<file path="src/mbd_map.vh">
// Purpose: constants for the module base decode and configuration block
// Assumes: 16-bit register words, byte addresses
// Notes: offsets of the block registers are relative to the module base
`ifndef MBD_MAP_VH
`define MBD_MAP_VH

// cpu-space addresses of the module base register halves
`define MBD_BASE_UPPER_ADDR 32'h0003ff00
`define MBD_BASE_LOWER_ADDR 32'h0003ff02
`define MBD_FC_CPU 3'h7
`define MBD_FC_SUP_DATA 3'h5

// offsets inside the 4k block
`define MBD_OFS_CONFIG 12'h000
`define MBD_OFS_AUTOVEC 12'h004
`define MBD_OFS_RSTCAUSE 12'h006

// module_base_lower fields
`define MBD_BASE_VALID_BIT 0
`define MBD_SPACE_MASK_LSB 1

// module_config_reg fields
`define MBD_CFG_FRZ_WDOG 14
`define MBD_CFG_FRZ_TIMER 13
`define MBD_CFG_AUTOVECTOR_SELECT_SEL 12
`define MBD_CFG_SHOW_LSB 8
`define MBD_CFG_SUPERVISOR_RESTRICT 7
`define MBD_CFG_IARB_LSB 0

// reset values
`define MBD_RST_BASE_UPPER 16'h0000
`define MBD_RST_BASE_LOWER 16'h0000
`define MBD_RST_CONFIG 16'h000f
`define MBD_RST_AUTOVEC 8'h00
`define MBD_RST_RSTCAUSE 8'h00
`define MBD_CFG_WR_MASK 16'h738f

// reset cause bit positions
`define MBD_CAUSE_EXT 0
`define MBD_CAUSE_POW 1
`define MBD_CAUSE_WDOG 2
`define MBD_CAUSE_DBF 3
`define MBD_CAUSE_LOC 4
`define MBD_CAUSE_SYS 5

`endif

</file>
<file path="src/mbd_unused.v">
`timescale 1ns/1ns

</file>
<file path="src/mbd_top.v">
// Purpose: module base decode, configuration, autovector and reset-cause registers
// Assumes: one core request at a time, answered one clock after it is taken
// Notes: show cycles mirror block register accesses on the external pins; base register accesses get none
//
// Summary of operation
// - block starts at base taken from upper twenty base bits, any 4k boundary.
// - eight mask bits, one per function code; set bit sends cycle external.
// - while valid flag clear, block registers are unreachable.
// - base register accesses never run on the external bus.
// - base register answers at fixed cpu-space address with function code 7.
// - watchdog-freeze bit plus debug halt stops watchdog counters.
// - timer-freeze bit plus debug halt stops periodic timer counters.
// - autovector select disables chip select zero and makes pin autovector input.
// - show field: 00 no show/arb on, 01 show/arb off, 1x show/arb on.
// - show cycle drives address, data, control but not address strobe.
// - internal access without show cycles leaves pins and strobes idle.
// - with arbitration off, external bus requests are ignored.
// - upper show bit: request makes core abandon; resume after request and ack negate.
// - supervisor restrict: shared registers need supervisor data code; else bus error.
// - restrict clear: shared registers reachable without privilege check.
// - arbitration priority resets to all ones.
// - priority zero: no arbitration, every interrupt discarded as extraneous.
// - autovector bit per level gives internal autovector in acknowledge cycle.
// - autovectoring only while priority is nonzero.
// - reset cause holds one bit, latest cause, updated at reset end, read only.
// - causes: pin, power-up, watchdog, double fault, clock loss, reset instruction.
// - debug halt comes from the core on breakpoint in background mode.
`timescale 1ns/1ns
`include "mbd_map.vh"

module mbd_top (
  // clock and reset
  input wire CORE_CLK,
  input wire RST,
  // core bus cycle
  input wire CPU_REQ,
  input wire CPU_WR,
  input wire [31:0] CPU_ADDR,
  input wire [2:0] CPU_FC,
  input wire [15:0] CPU_WDATA,
  output reg [15:0] CPU_RDATA,
  output reg CPU_ACK,
  output reg CPU_BUS_ERROR_RESP,
  output reg CPU_EXT,
  // core status
  input wire FREEZE,
  input wire [5:0] RST_CAUSE,
  // timers
  output wire WDOG_STOP,
  output wire PIT_STOP,
  // chip select zero pin use
  output wire CS0_ENABLE,
  output wire AUTOVECTOR_SELECT_PIN_MODE,
  // interrupt acknowledge
  input wire INTERRUPT_ACK_CYCLE_REQ,
  input wire [2:0] INTERRUPT_ACK_CYCLE_LEVEL,
  output wire IARB_ACTIVE,
  output wire [3:0] IARB_LEVEL,
  output reg AUTOVEC_RESP,
  output reg IRQ_DISCARD,
  // external arbitration pins
  input wire BR_N,
  input wire GRANT_ACK_IN_N,
  output wire SHOW_ENABLE,
  output wire ARB_ENABLE,
  output wire EXT_REQ_SEEN,
  output wire CORE_ABANDON,
  output wire CORE_HOLD,
  // show cycle pins
  output reg [31:0] EXT_ADDR,
  output reg EXT_ADDR_OE,
  output reg [15:0] EXT_DATA,
  output reg EXT_DATA_OE,
  output reg EXT_RW,
  output reg EXT_DS_N,
  output wire EXT_AS_N,
  output wire EXT_AS_OE
);

  reg [15:0] base_upper_r;
  reg [15:0] base_lower_r;
  reg [15:0] config_r;
  reg [7:0] autovec_r;
  reg [7:0] rstcause_r;
  reg cause_done_r;
  reg br_s1_r;
  reg br_s2_r;
  reg grant_ack_in_s1_r;
  reg grant_ack_in_s2_r;
  reg [1:0] show_st_r;
  reg [1:0] show_st_nxt;
  reg [7:0] cause_pick;

  wire [19:0] module_base_field;
  wire [7:0] space_mask_bits;
  wire base_valid;
  wire [1:0] show_cycle_ctrl;
  wire supervisor_restrict;
  wire [3:0] int_arb_priority;
  wire hit_base_upper;
  wire hit_base_lower;
  wire hit_block;
  wire [11:0] ofs;
  wire priv_ok;
  wire cfg_priv_ok;
  wire show_go;

  // show cycle sequencer states
  localparam [1:0] sh_idle = 2'h0;
  localparam [1:0] sh_strb = 2'h1;
  localparam [1:0] sh_hold = 2'h2;

  assign module_base_field = {base_upper_r, base_lower_r[15:12]};
  assign space_mask_bits = base_lower_r[`MBD_SPACE_MASK_LSB+7:`MBD_SPACE_MASK_LSB];
  assign base_valid = base_lower_r[`MBD_BASE_VALID_BIT];
  assign show_cycle_ctrl = config_r[`MBD_CFG_SHOW_LSB+1:`MBD_CFG_SHOW_LSB];
  assign supervisor_restrict = config_r[`MBD_CFG_SUPERVISOR_RESTRICT];
  assign int_arb_priority = config_r[`MBD_CFG_IARB_LSB+3:`MBD_CFG_IARB_LSB];

  // base register halves sit in cpu space only
  assign hit_base_upper = (CPU_FC == `MBD_FC_CPU) &&
    (CPU_ADDR == `MBD_BASE_UPPER_ADDR);
  assign hit_base_lower = (CPU_FC == `MBD_FC_CPU) &&
    (CPU_ADDR == `MBD_BASE_LOWER_ADDR);

  // block select: valid, upper twenty address bits match, space not masked
  assign hit_block = base_valid &&
    (CPU_ADDR[31:12] == module_base_field) &&
    !space_mask_bits[CPU_FC] &&
    !hit_base_upper && !hit_base_lower;
  assign ofs = CPU_ADDR[11:0];

  // shared registers: supervisor data only when restricted, open otherwise
  assign priv_ok = supervisor_restrict ? (CPU_FC == `MBD_FC_SUP_DATA) : 1'b1;
  // configuration register is supervisor only
  assign cfg_priv_ok = CPU_FC[2];

  // core register access, answered one clock later
  always @(posedge CORE_CLK or posedge RST) begin
    if (RST) begin
      base_upper_r <= `MBD_RST_BASE_UPPER;
      base_lower_r <= `MBD_RST_BASE_LOWER;
      config_r <= `MBD_RST_CONFIG;
      autovec_r <= `MBD_RST_AUTOVEC;
      CPU_RDATA <= 16'h0000;
      CPU_ACK <= 1'b0;
      CPU_BUS_ERROR_RESP <= 1'b0;
      CPU_EXT <= 1'b0;
    end else begin
      CPU_ACK <= 1'b0;
      CPU_BUS_ERROR_RESP <= 1'b0;
      CPU_EXT <= 1'b0;
      CPU_RDATA <= 16'h0000;
      if (CPU_REQ) begin
        if (hit_base_upper || hit_base_lower) begin
          // answered internally, never an external cycle
          CPU_ACK <= 1'b1;
          if (CPU_WR) begin
            if (hit_base_upper)
              base_upper_r <= CPU_WDATA;
            else
              base_lower_r <= {CPU_WDATA[15:12], 3'h0, CPU_WDATA[8:0]};
          end else begin
            CPU_RDATA <= hit_base_upper ? base_upper_r : base_lower_r;
          end
        end else if (hit_block) begin
          case (ofs)
            `MBD_OFS_CONFIG: begin
              if (cfg_priv_ok) begin
                CPU_ACK <= 1'b1;
                if (CPU_WR)
                  config_r <= CPU_WDATA & `MBD_CFG_WR_MASK;
                else
                  CPU_RDATA <= config_r;
              end else begin
                CPU_BUS_ERROR_RESP <= 1'b1;
              end
            end
            `MBD_OFS_AUTOVEC: begin
              if (priv_ok) begin
                CPU_ACK <= 1'b1;
                if (CPU_WR)
                  autovec_r <= CPU_WDATA[7:0];
                else
                  CPU_RDATA <= {8'h00, autovec_r};
              end else begin
                CPU_BUS_ERROR_RESP <= 1'b1;
              end
            end
            `MBD_OFS_RSTCAUSE: begin
              // writes are acknowledged and dropped
              if (priv_ok) begin
                CPU_ACK <= 1'b1;
                if (!CPU_WR)
                  CPU_RDATA <= {8'h00, rstcause_r};
              end else begin
                CPU_BUS_ERROR_RESP <= 1'b1;
              end
            end
            default: begin
              CPU_ACK <= 1'b1;
            end
          endcase
        end else begin
          // masked space, invalid base or other address: external bus takes it
          CPU_EXT <= 1'b1;
        end
      end
    end
  end

  // reset cause: lowest set source wins so exactly one bit is left
  always @* begin
    cause_pick = 8'h00;
    if (RST_CAUSE[`MBD_CAUSE_EXT])
      cause_pick[`MBD_CAUSE_EXT] = 1'b1;
    else if (RST_CAUSE[`MBD_CAUSE_POW])
      cause_pick[`MBD_CAUSE_POW] = 1'b1;
    else if (RST_CAUSE[`MBD_CAUSE_WDOG])
      cause_pick[`MBD_CAUSE_WDOG] = 1'b1;
    else if (RST_CAUSE[`MBD_CAUSE_DBF])
      cause_pick[`MBD_CAUSE_DBF] = 1'b1;
    else if (RST_CAUSE[`MBD_CAUSE_LOC])
      cause_pick[`MBD_CAUSE_LOC] = 1'b1;
    else if (RST_CAUSE[`MBD_CAUSE_SYS])
      cause_pick[`MBD_CAUSE_SYS] = 1'b1;
    else
      cause_pick[`MBD_CAUSE_EXT] = 1'b1;
  end

  // captured on the first edge after reset release
  always @(posedge CORE_CLK or posedge RST) begin
    if (RST) begin
      rstcause_r <= `MBD_RST_RSTCAUSE;
      cause_done_r <= 1'b0;
    end else if (!cause_done_r) begin
      rstcause_r <= cause_pick;
      cause_done_r <= 1'b1;
    end
  end

  // freeze comes from the core on a background-mode breakpoint
  assign WDOG_STOP = FREEZE && config_r[`MBD_CFG_FRZ_WDOG];
  assign PIT_STOP = FREEZE && config_r[`MBD_CFG_FRZ_TIMER];

  assign AUTOVECTOR_SELECT_PIN_MODE = config_r[`MBD_CFG_AUTOVECTOR_SELECT_SEL];
  assign CS0_ENABLE = !config_r[`MBD_CFG_AUTOVECTOR_SELECT_SEL];

  // interrupt acknowledge answer
  assign IARB_ACTIVE = int_arb_priority != 4'h0;
  assign IARB_LEVEL = int_arb_priority;

  always @(posedge CORE_CLK or posedge RST) begin
    if (RST) begin
      AUTOVEC_RESP <= 1'b0;
      IRQ_DISCARD <= 1'b0;
    end else begin
      AUTOVEC_RESP <= INTERRUPT_ACK_CYCLE_REQ && IARB_ACTIVE && autovec_r[INTERRUPT_ACK_CYCLE_LEVEL];
      IRQ_DISCARD <= INTERRUPT_ACK_CYCLE_REQ && !IARB_ACTIVE;
    end
  end

  // arbitration pins come from outside, two flops first
  always @(posedge CORE_CLK or posedge RST) begin
    if (RST) begin
      br_s1_r <= 1'b0;
      br_s2_r <= 1'b0;
      grant_ack_in_s1_r <= 1'b0;
      grant_ack_in_s2_r <= 1'b0;
    end else begin
      br_s1_r <= !BR_N;
      br_s2_r <= br_s1_r;
      grant_ack_in_s1_r <= !GRANT_ACK_IN_N;
      grant_ack_in_s2_r <= grant_ack_in_s1_r;
    end
  end

  assign SHOW_ENABLE = show_cycle_ctrl != 2'b00;
  assign ARB_ENABLE = show_cycle_ctrl != 2'b01;
  assign EXT_REQ_SEEN = ARB_ENABLE && br_s2_r;
  assign CORE_ABANDON = show_cycle_ctrl[1] && br_s2_r;
  assign CORE_HOLD = show_cycle_ctrl[1] && (br_s2_r || grant_ack_in_s2_r);

  // show cycle: strobe phase marks address, hold phase keeps data after strobe rises
  assign show_go = CPU_REQ && hit_block && SHOW_ENABLE;

  always @* begin
    show_st_nxt = show_st_r;
    case (show_st_r)
      sh_idle: begin
        if (show_go)
          show_st_nxt = sh_strb;
      end
      sh_strb: begin
        show_st_nxt = sh_hold;
      end
      sh_hold: begin
        show_st_nxt = show_go ? sh_strb : sh_idle;
      end
      default: begin
        show_st_nxt = sh_idle;
      end
    endcase
  end

  always @(posedge CORE_CLK or posedge RST) begin
    if (RST) begin
      show_st_r <= sh_idle;
      EXT_ADDR <= 32'h00000000;
      EXT_ADDR_OE <= 1'b0;
      EXT_DATA <= 16'h0000;
      EXT_DATA_OE <= 1'b0;
      EXT_RW <= 1'b1;
      EXT_DS_N <= 1'b1;
    end else begin
      show_st_r <= show_st_nxt;
      if (show_st_nxt == sh_strb) begin
        EXT_ADDR <= CPU_ADDR;
        EXT_ADDR_OE <= 1'b1;
        EXT_DATA <= CPU_WR ? CPU_WDATA : 16'h0000;
        EXT_DATA_OE <= 1'b1;
        EXT_RW <= !CPU_WR;
        EXT_DS_N <= 1'b0;
      end else if (show_st_nxt == sh_hold) begin
        // read data is only known now; keep it valid past the strobe
        if (EXT_RW)
          EXT_DATA <= CPU_RDATA;
        EXT_DS_N <= 1'b1;
      end else begin
        EXT_ADDR_OE <= 1'b0;
        EXT_DATA_OE <= 1'b0;
        EXT_RW <= 1'b1;
        EXT_DS_N <= 1'b1;
      end
    end
  end

  // address strobe is never driven for internal accesses
  assign EXT_AS_N = 1'b1;
  assign EXT_AS_OE = 1'b0;

endmodule

</file>
<file path="config.mk">
export PLATFORM = sky130hd
export DESIGN_NAME = mbd_top
export DESIGN_NICKNAME = d
export VERILOG_FILES = /design/src/mbd_unused.v /design/src/mbd_top.v
export VERILOG_INCLUDE_DIRS = /design/src /design/src/src
export SDC_FILE = /design/constraint.sdc
export NUM_CORES = 1
export LEC_CHECK = 0
export ABC_AREA = 1
export BUFFER_PORTS_ARGS = -buffer_cell sky130_fd_sc_hd__buf_2
export CAP_MARGIN = 20
export CORE_MARGIN = 1
export CORE_UTILIZATION = 49
export DETAILED_ROUTE_END_ITERATION = 8
export HOLD_SLACK_MARGIN = 0.08
export PLACE_DENSITY = 0.77
export SKIP_CTS_REPAIR_TIMING = 1
export SLEW_MARGIN = 10
export SYNTH_ARGS = -nofsm -noshare
export SYNTH_HDL_FRONTEND = slang
export SYNTH_SLANG_ARGS = --single-unit
</file>
<file path="constraint.sdc">
create_clock -name CORE_CLK -period 4.74 [get_ports CORE_CLK]
set_input_delay 0.948 -clock CORE_CLK [delete_from_list [all_inputs] [get_ports CORE_CLK]]
set_output_delay 0.948 -clock CORE_CLK [all_outputs]
set_load 0.1 [all_outputs]
</file>
; Word-level counts from Yosys, hierarchy flattened
; Index checks and enable logic that the tools add are counted.
[totals]
reg_bits = 132
latch_bits = 0
mem_bits_rw = 0
rom_bits = 0
inputBits = 68
output_inout_bits = 89
wordCells = 137
mem_count = 0
[classes]
addsub = 0
mul = 0
div = 0
magnitude_cmp = 2
n_eq_ne = 13
shifts = 0
mux = 60
bitwise_logic = 2
reduce_logical = 38
[op_table]
columns = op, n
row1 = $mux W16, 8
row2 = $eq A32 B18 Y1 const B, 2
row3 = $mux W15, 3
row4 = $pmux W15 S3, 1
row5 = $mux W1, 34
row6 = $eq A12 B3 Y1 const B, 2
row7 = $eq A20 B20 Y1, 1
row8 = $logic_and A1 B1 Y1, 16
row9 = $mux W8, 2
row10 = $logic_not A12 Y1, 1
row11 = $mux W6, 2
row12 = $reduce_and A6 Y1, 2
row13 = $logic_not A1 Y1, 8
row14 = $lt A3 B4 Y1 const B, 2
row15 = $reduce_and A4 Y1, 2
row16 = $bmux W1 S3, 2
row17 = $eq A3 B3 Y1 const B, 2
row18 = $pmux W2 S3, 1
row19 = $reduce_bool A2 Y1, 3
row20 = $mux W5, 1
row21 = $eq A2 B1 Y1 const B, 2
row22 = $eq A2 B2 Y1 const B, 2
row23 = $mux W2, 2
row24 = $mux W4, 1
row25 = other kinds (10), 13

; Logic depth before layout (Yosys ltp)
[depth]
ltp_word = 13
depth_mapped = 15
mapped_depth_nobuf = 14

; Worst setup path after synthesis
; OpenSTA, ideal clock, no wires.
[synth_path]
kind = reg2out
from = reg config_r[9]
to = out EXT_REQ_SEEN
arrival_time_ps = 2605
t_required_ps = 3792
setup_slack_ps = 1187
path_stages_with_launch = 3
path_buffers = 0
cell_sequence = dfrtp_1 inv_1 a21boi_0
[synth_via]
elab_chain_cells = 2
[synth_lines]
columns = element, line
row1 = start: declaration, mbd_top.v:82  ; reg [15:0] config_r;
row2 = start signal: assignment, mbd_top.v:143  ; config_r <= `MBD_RST_CONFIG;
row3 = start signal: assignment, mbd_top.v:172  ; config_r <= CPU_WDATA & `MBD_CFG_WR_MASK;
row4 = $ne A2 B1 Y1, mbd_top.v:279  ; assign ARB_ENABLE = show_cycle_ctrl != 2'b01;
row5 = $logic_and A1 B1 Y1, mbd_top.v:280  ; assign EXT_REQ_SEEN = ARB_ENABLE && br_s2_r;
row6 = end: declaration, mbd_top.v:66  ; output wire EXT_REQ_SEEN,
; Every way passes these cells.

; Final worst setup path
[layout_path]
from = in CPU_ADDR[19]
to = reg config_r[13]
[layout_via]
elab_chain_cells = 6
word_cells_on_any_way = 14
classes_between = 3 x eq/ne / 1 x bitwise / 10 x reduce/logical
[layout_lines]
columns = element, line
row1 = start: declaration, mbd_top.v:38  ; input wire [31:0] CPU_ADDR,
row2 = $eq A32 B18 Y1 (no line) or $eq A20 B20 Y1 (tied branches), --
row3 = "$logic_and A1 B1 Y1, on equally long branches", "mbd_top.v:121, mbd_top.v:127"
row4 = $logic_not A1 Y1 or $logic_and A1 B1 Y1 (tied branches), "mbd_top.v:130, mbd_top.v:128"
row5 = $logic_and A1 B1 Y1, mbd_top.v:129  ; !space_mask_bits[CPU_FC] &&
row6 = $logic_and A1 B1 Y1, mbd_top.v:130  ; !hit_base_upper && !hit_base_lower;
row7 = $reduce_and A6 Y1 (no line) *, --
; Mark *: on every way between the ends. The rest lies on a longest branch, timed or not.
; A chain may end at the register's enable or synchronous reset.

==> impl_results.md <==
- Finished Layout Cells: 1194
- Register-to-Register Path Depth: 14
- Worst-path clk slew: 0.06 ns
- GR Overflow Total: 0
- Seq/Total Area, Yosys: 49.8%
- Minimum clock period: 3.23 ns
- Chip height: around 120 µm
- Final core utilization: between 60% and 70%
- Measured slew at the worst slew-check pin: approximately 1.1 ns
- First-pass GRT wire length: about 29 mm
- Sequential cell area: ~0.0033 mm²
- Hold Crit Class: register to register
- Worst Skew: approximately 0.0086 ns
- H-Tree Depth: 4
- Layout cells sized above 1: 22.2%
- Post-route setup TNS: 0 ns
- CP Launch Point: CPU_ADDR[19]
- PwrDens: 317 mW/mm²
- Max-Slew Margin vs Limit: 29.7%
- Fill cells: between 1000 and 1500
- Worst Hold End: grant_ack_in_s2_r
- Total Power: 2.55 mW
- Main synth FF type: dfrtp_1
- Post-route cell area: around 0.0080 mm²
- Clock net sink count: approximately 130
- Dominant cell type by area after synthesis: dfrtp_1
- Die span in x: 119 µm
- Vias: 6197
- CP Capture Type: register
- Leakage: 4.47 nW
- RSZ-0062 raised after global routing: false
- Vias per std cell: ~5.2
- Hold Vio Cnt, Final: 0
- Clk root buf: clkbuf_16
- Placed Area: 0.00748 mm²
- FF+latch count, synth: 132
- VDD IR-drop max: 0.240 mV
- Cells after synthesis: about 860
- Overall routed net length: about 18 mm
- DRC violations left: 0
- Antenna Violating Nets Remaining: 0
- Area share of the largest cell type after synthesis: 47.4%
- CP arrival: 3.54 ns
- Cell Rows: between 40 and 50
- Cts bufs inserted: 17
- Crit share post-route: 68.1%
- HP Start: grant_ack_in_s1_r
- R2R setup slack: 1.96 ns
- Clk_lat worst skew: 0.43 ns
- Tot GR Track Use: 27.1%
- Area growth from synthesis to layout: 20.7%
- Hold depth: 0
- RR Endpoint: config_r[7]
- Kind of critical path: primary input to register
- Wire length per cell: 15.2 µm
- Vias in the first global route: 5837
- Status: complete, no violations
- Die area: 0.0140 mm²
- Core Region: 0.0132 mm²
- Startpoint Class: primary input
- Initial antenna violation count: 1
- Max Cap Violations: 0
- Area of the multi-input gates: 0.00261 mm²
- Starting Density: around half
- Initial DRC Count: 487
- Routability congestion estimate: a little under 0.9
- Syn avg cell area: just under 8 µm²
- Placed cells: 1161
- Async SR Flop Fraction: 100%
- Ranking of synthesized cells by area: dfrtp_1, nand2_1, inv_1
- Count of pins over their slew limit: 0
- Final #Nets: 1072
- Syn. warnings: 0
- # port buffers: 154
- DP Wirelength: 13.3 mm
- Req. time, crit path: 5.05 ns
- R2R Path Start: base_upper_r[15]
- Largest net degree at the start of global routing: 76
- Peak Freq: 0.310 GHz
- Pre-antenna DRT Iters: 5
- Setup Viol. Count Final: 0
- TritonCTS clock tree: yes
- Post-synthesis cell area: 0.00665 mm²
- CP max FO: 32
- Top-level port count: around 160
- Clk buf depth: 2
- Synth cell types: 43
- EDFF count, synth: 0
cells by family after synthesis:
| logic type | after synthesis | synth area share (%) |
|---|---|---|
| other | 2 | 0.113 |
| buffers and inverters | 178 | 11.1 |
| multiplexers | 4 | 0.602 |
| XOR/XNOR | 3 | 0.395 |
| AO/OA/AOI/OAI | 154 | 13.0 |
| flip-flops | 132 | 49.8 |
| AND/OR/NAND/NOR | 388 | 25.0 |
area by class of cell:
type,count,share of cell area (%)
antenna,1,0.0312
clock buffer,25,5.67
clock inverter,7,1.06
inverter,141,6.62
multi-input combinational,552,32.5
sequential,132,41.2
tap,176,2.74
timing repair buffer,160,10.2
power by group:
part	internal, mW	total, mW	switching (mW)
Sequential	1.13	1.14	0.00366
Combinational	0.0457	0.180	0.135
Clock	0.768	1.23	0.461
Total	1.95	2.55	0.599
how the worst max path moves through the flow:
| stage | end | cells past startpoint |
|---|---|---|
| final | config_r[13] | 14 |
| after global routing | config_r[12] | 14 |
| after CTS | config_r[13] | 14 |
| after detailed placement | config_r[9] | 14 |
| after global placement | config_r[9] | 14 |
| after floorplan | AUTOVEC_RESP | 1 |
cell usage after synthesis, types with 2 or more instances:
library cell  instances
nor2_4                2
a21oi_1              51
nor2_1               88
conb_1                2
xnor2_1               3
nand4_1              24
mux2i_1               4
dfstp_2               6
inv_1               131
inv_2                10
nor3_2                3
clkbuf_1             10
o211ai_1              5
o21ai_2               8
o21ai_1              34
nand2_2               4
buf_6                 2
nand2_1             216
nand3_2               2
o21ai_0              44
buf_2                14
nor2_2                2
buf_4                10
nand3_1              42
dfrtp_1             126
cells in the final DEF (no fill, tap or decap), types with 4 or more instances in the layout:
cell type	count
nand2_1	216
buf_2	154
inv_1	130
dfrtp_1	126
nor2_1	88
a21oi_1	51
o21ai_0	44
nand3_1	42
o21ai_1	34
nand4_1	24
clkbuf_16	17
inv_2	10
o21ai_2	8
clkbuf_1	8
dfstp_2	6
buf_4	6
o211ai_1	5
clkinv_2	5
nand2_2	4
mux2i_1	4
through the flow:
step / worst slack (ns) / hold slack (ns)
floorplan: 0.276 / 0.331
global placement: 1.24 / 0.332
detailed placement: 1.16 / 0.337
CTS: 1.58 / 0.347
global route: 1.20 / 0.353
finish: 1.51 / 0.347
sequential cells by signal, indices dropped and copies added (netlist names), 2 cells and up:
register      flops
EXT_DATA         16
EXT_ADDR         32
show_st_r         2
autovec_r         8
config_r         10
base_upper_r     16
CPU_RDATA        16
base_lower_r     13
rstcause_r        6
routing by layer:
layer	global-route usage, %	routed length [µm]	vias up
met3	6.03	1190	39
met4	11.7	516	0
met2	43.3	8730	220
met5	0	0	-
li1	-	-	3004
met1	35.3	7680	2934
worst max-delay path, cell delays in order:
cell and delay [ns]:
buf_2 0.10, inv_1 0.09, nand2_1 0.06, nor2_1 0.18, nand2_1 0.11, nor2_1 0.20, nand3_2 0.40, nand2_2 0.23
nor2_2 0.05, buf_4 0.24, nand3_1 0.62, nand2_1 0.12, o21ai_1 0.12, inv_1 0.06
Power figures use the tool's default switching activity.
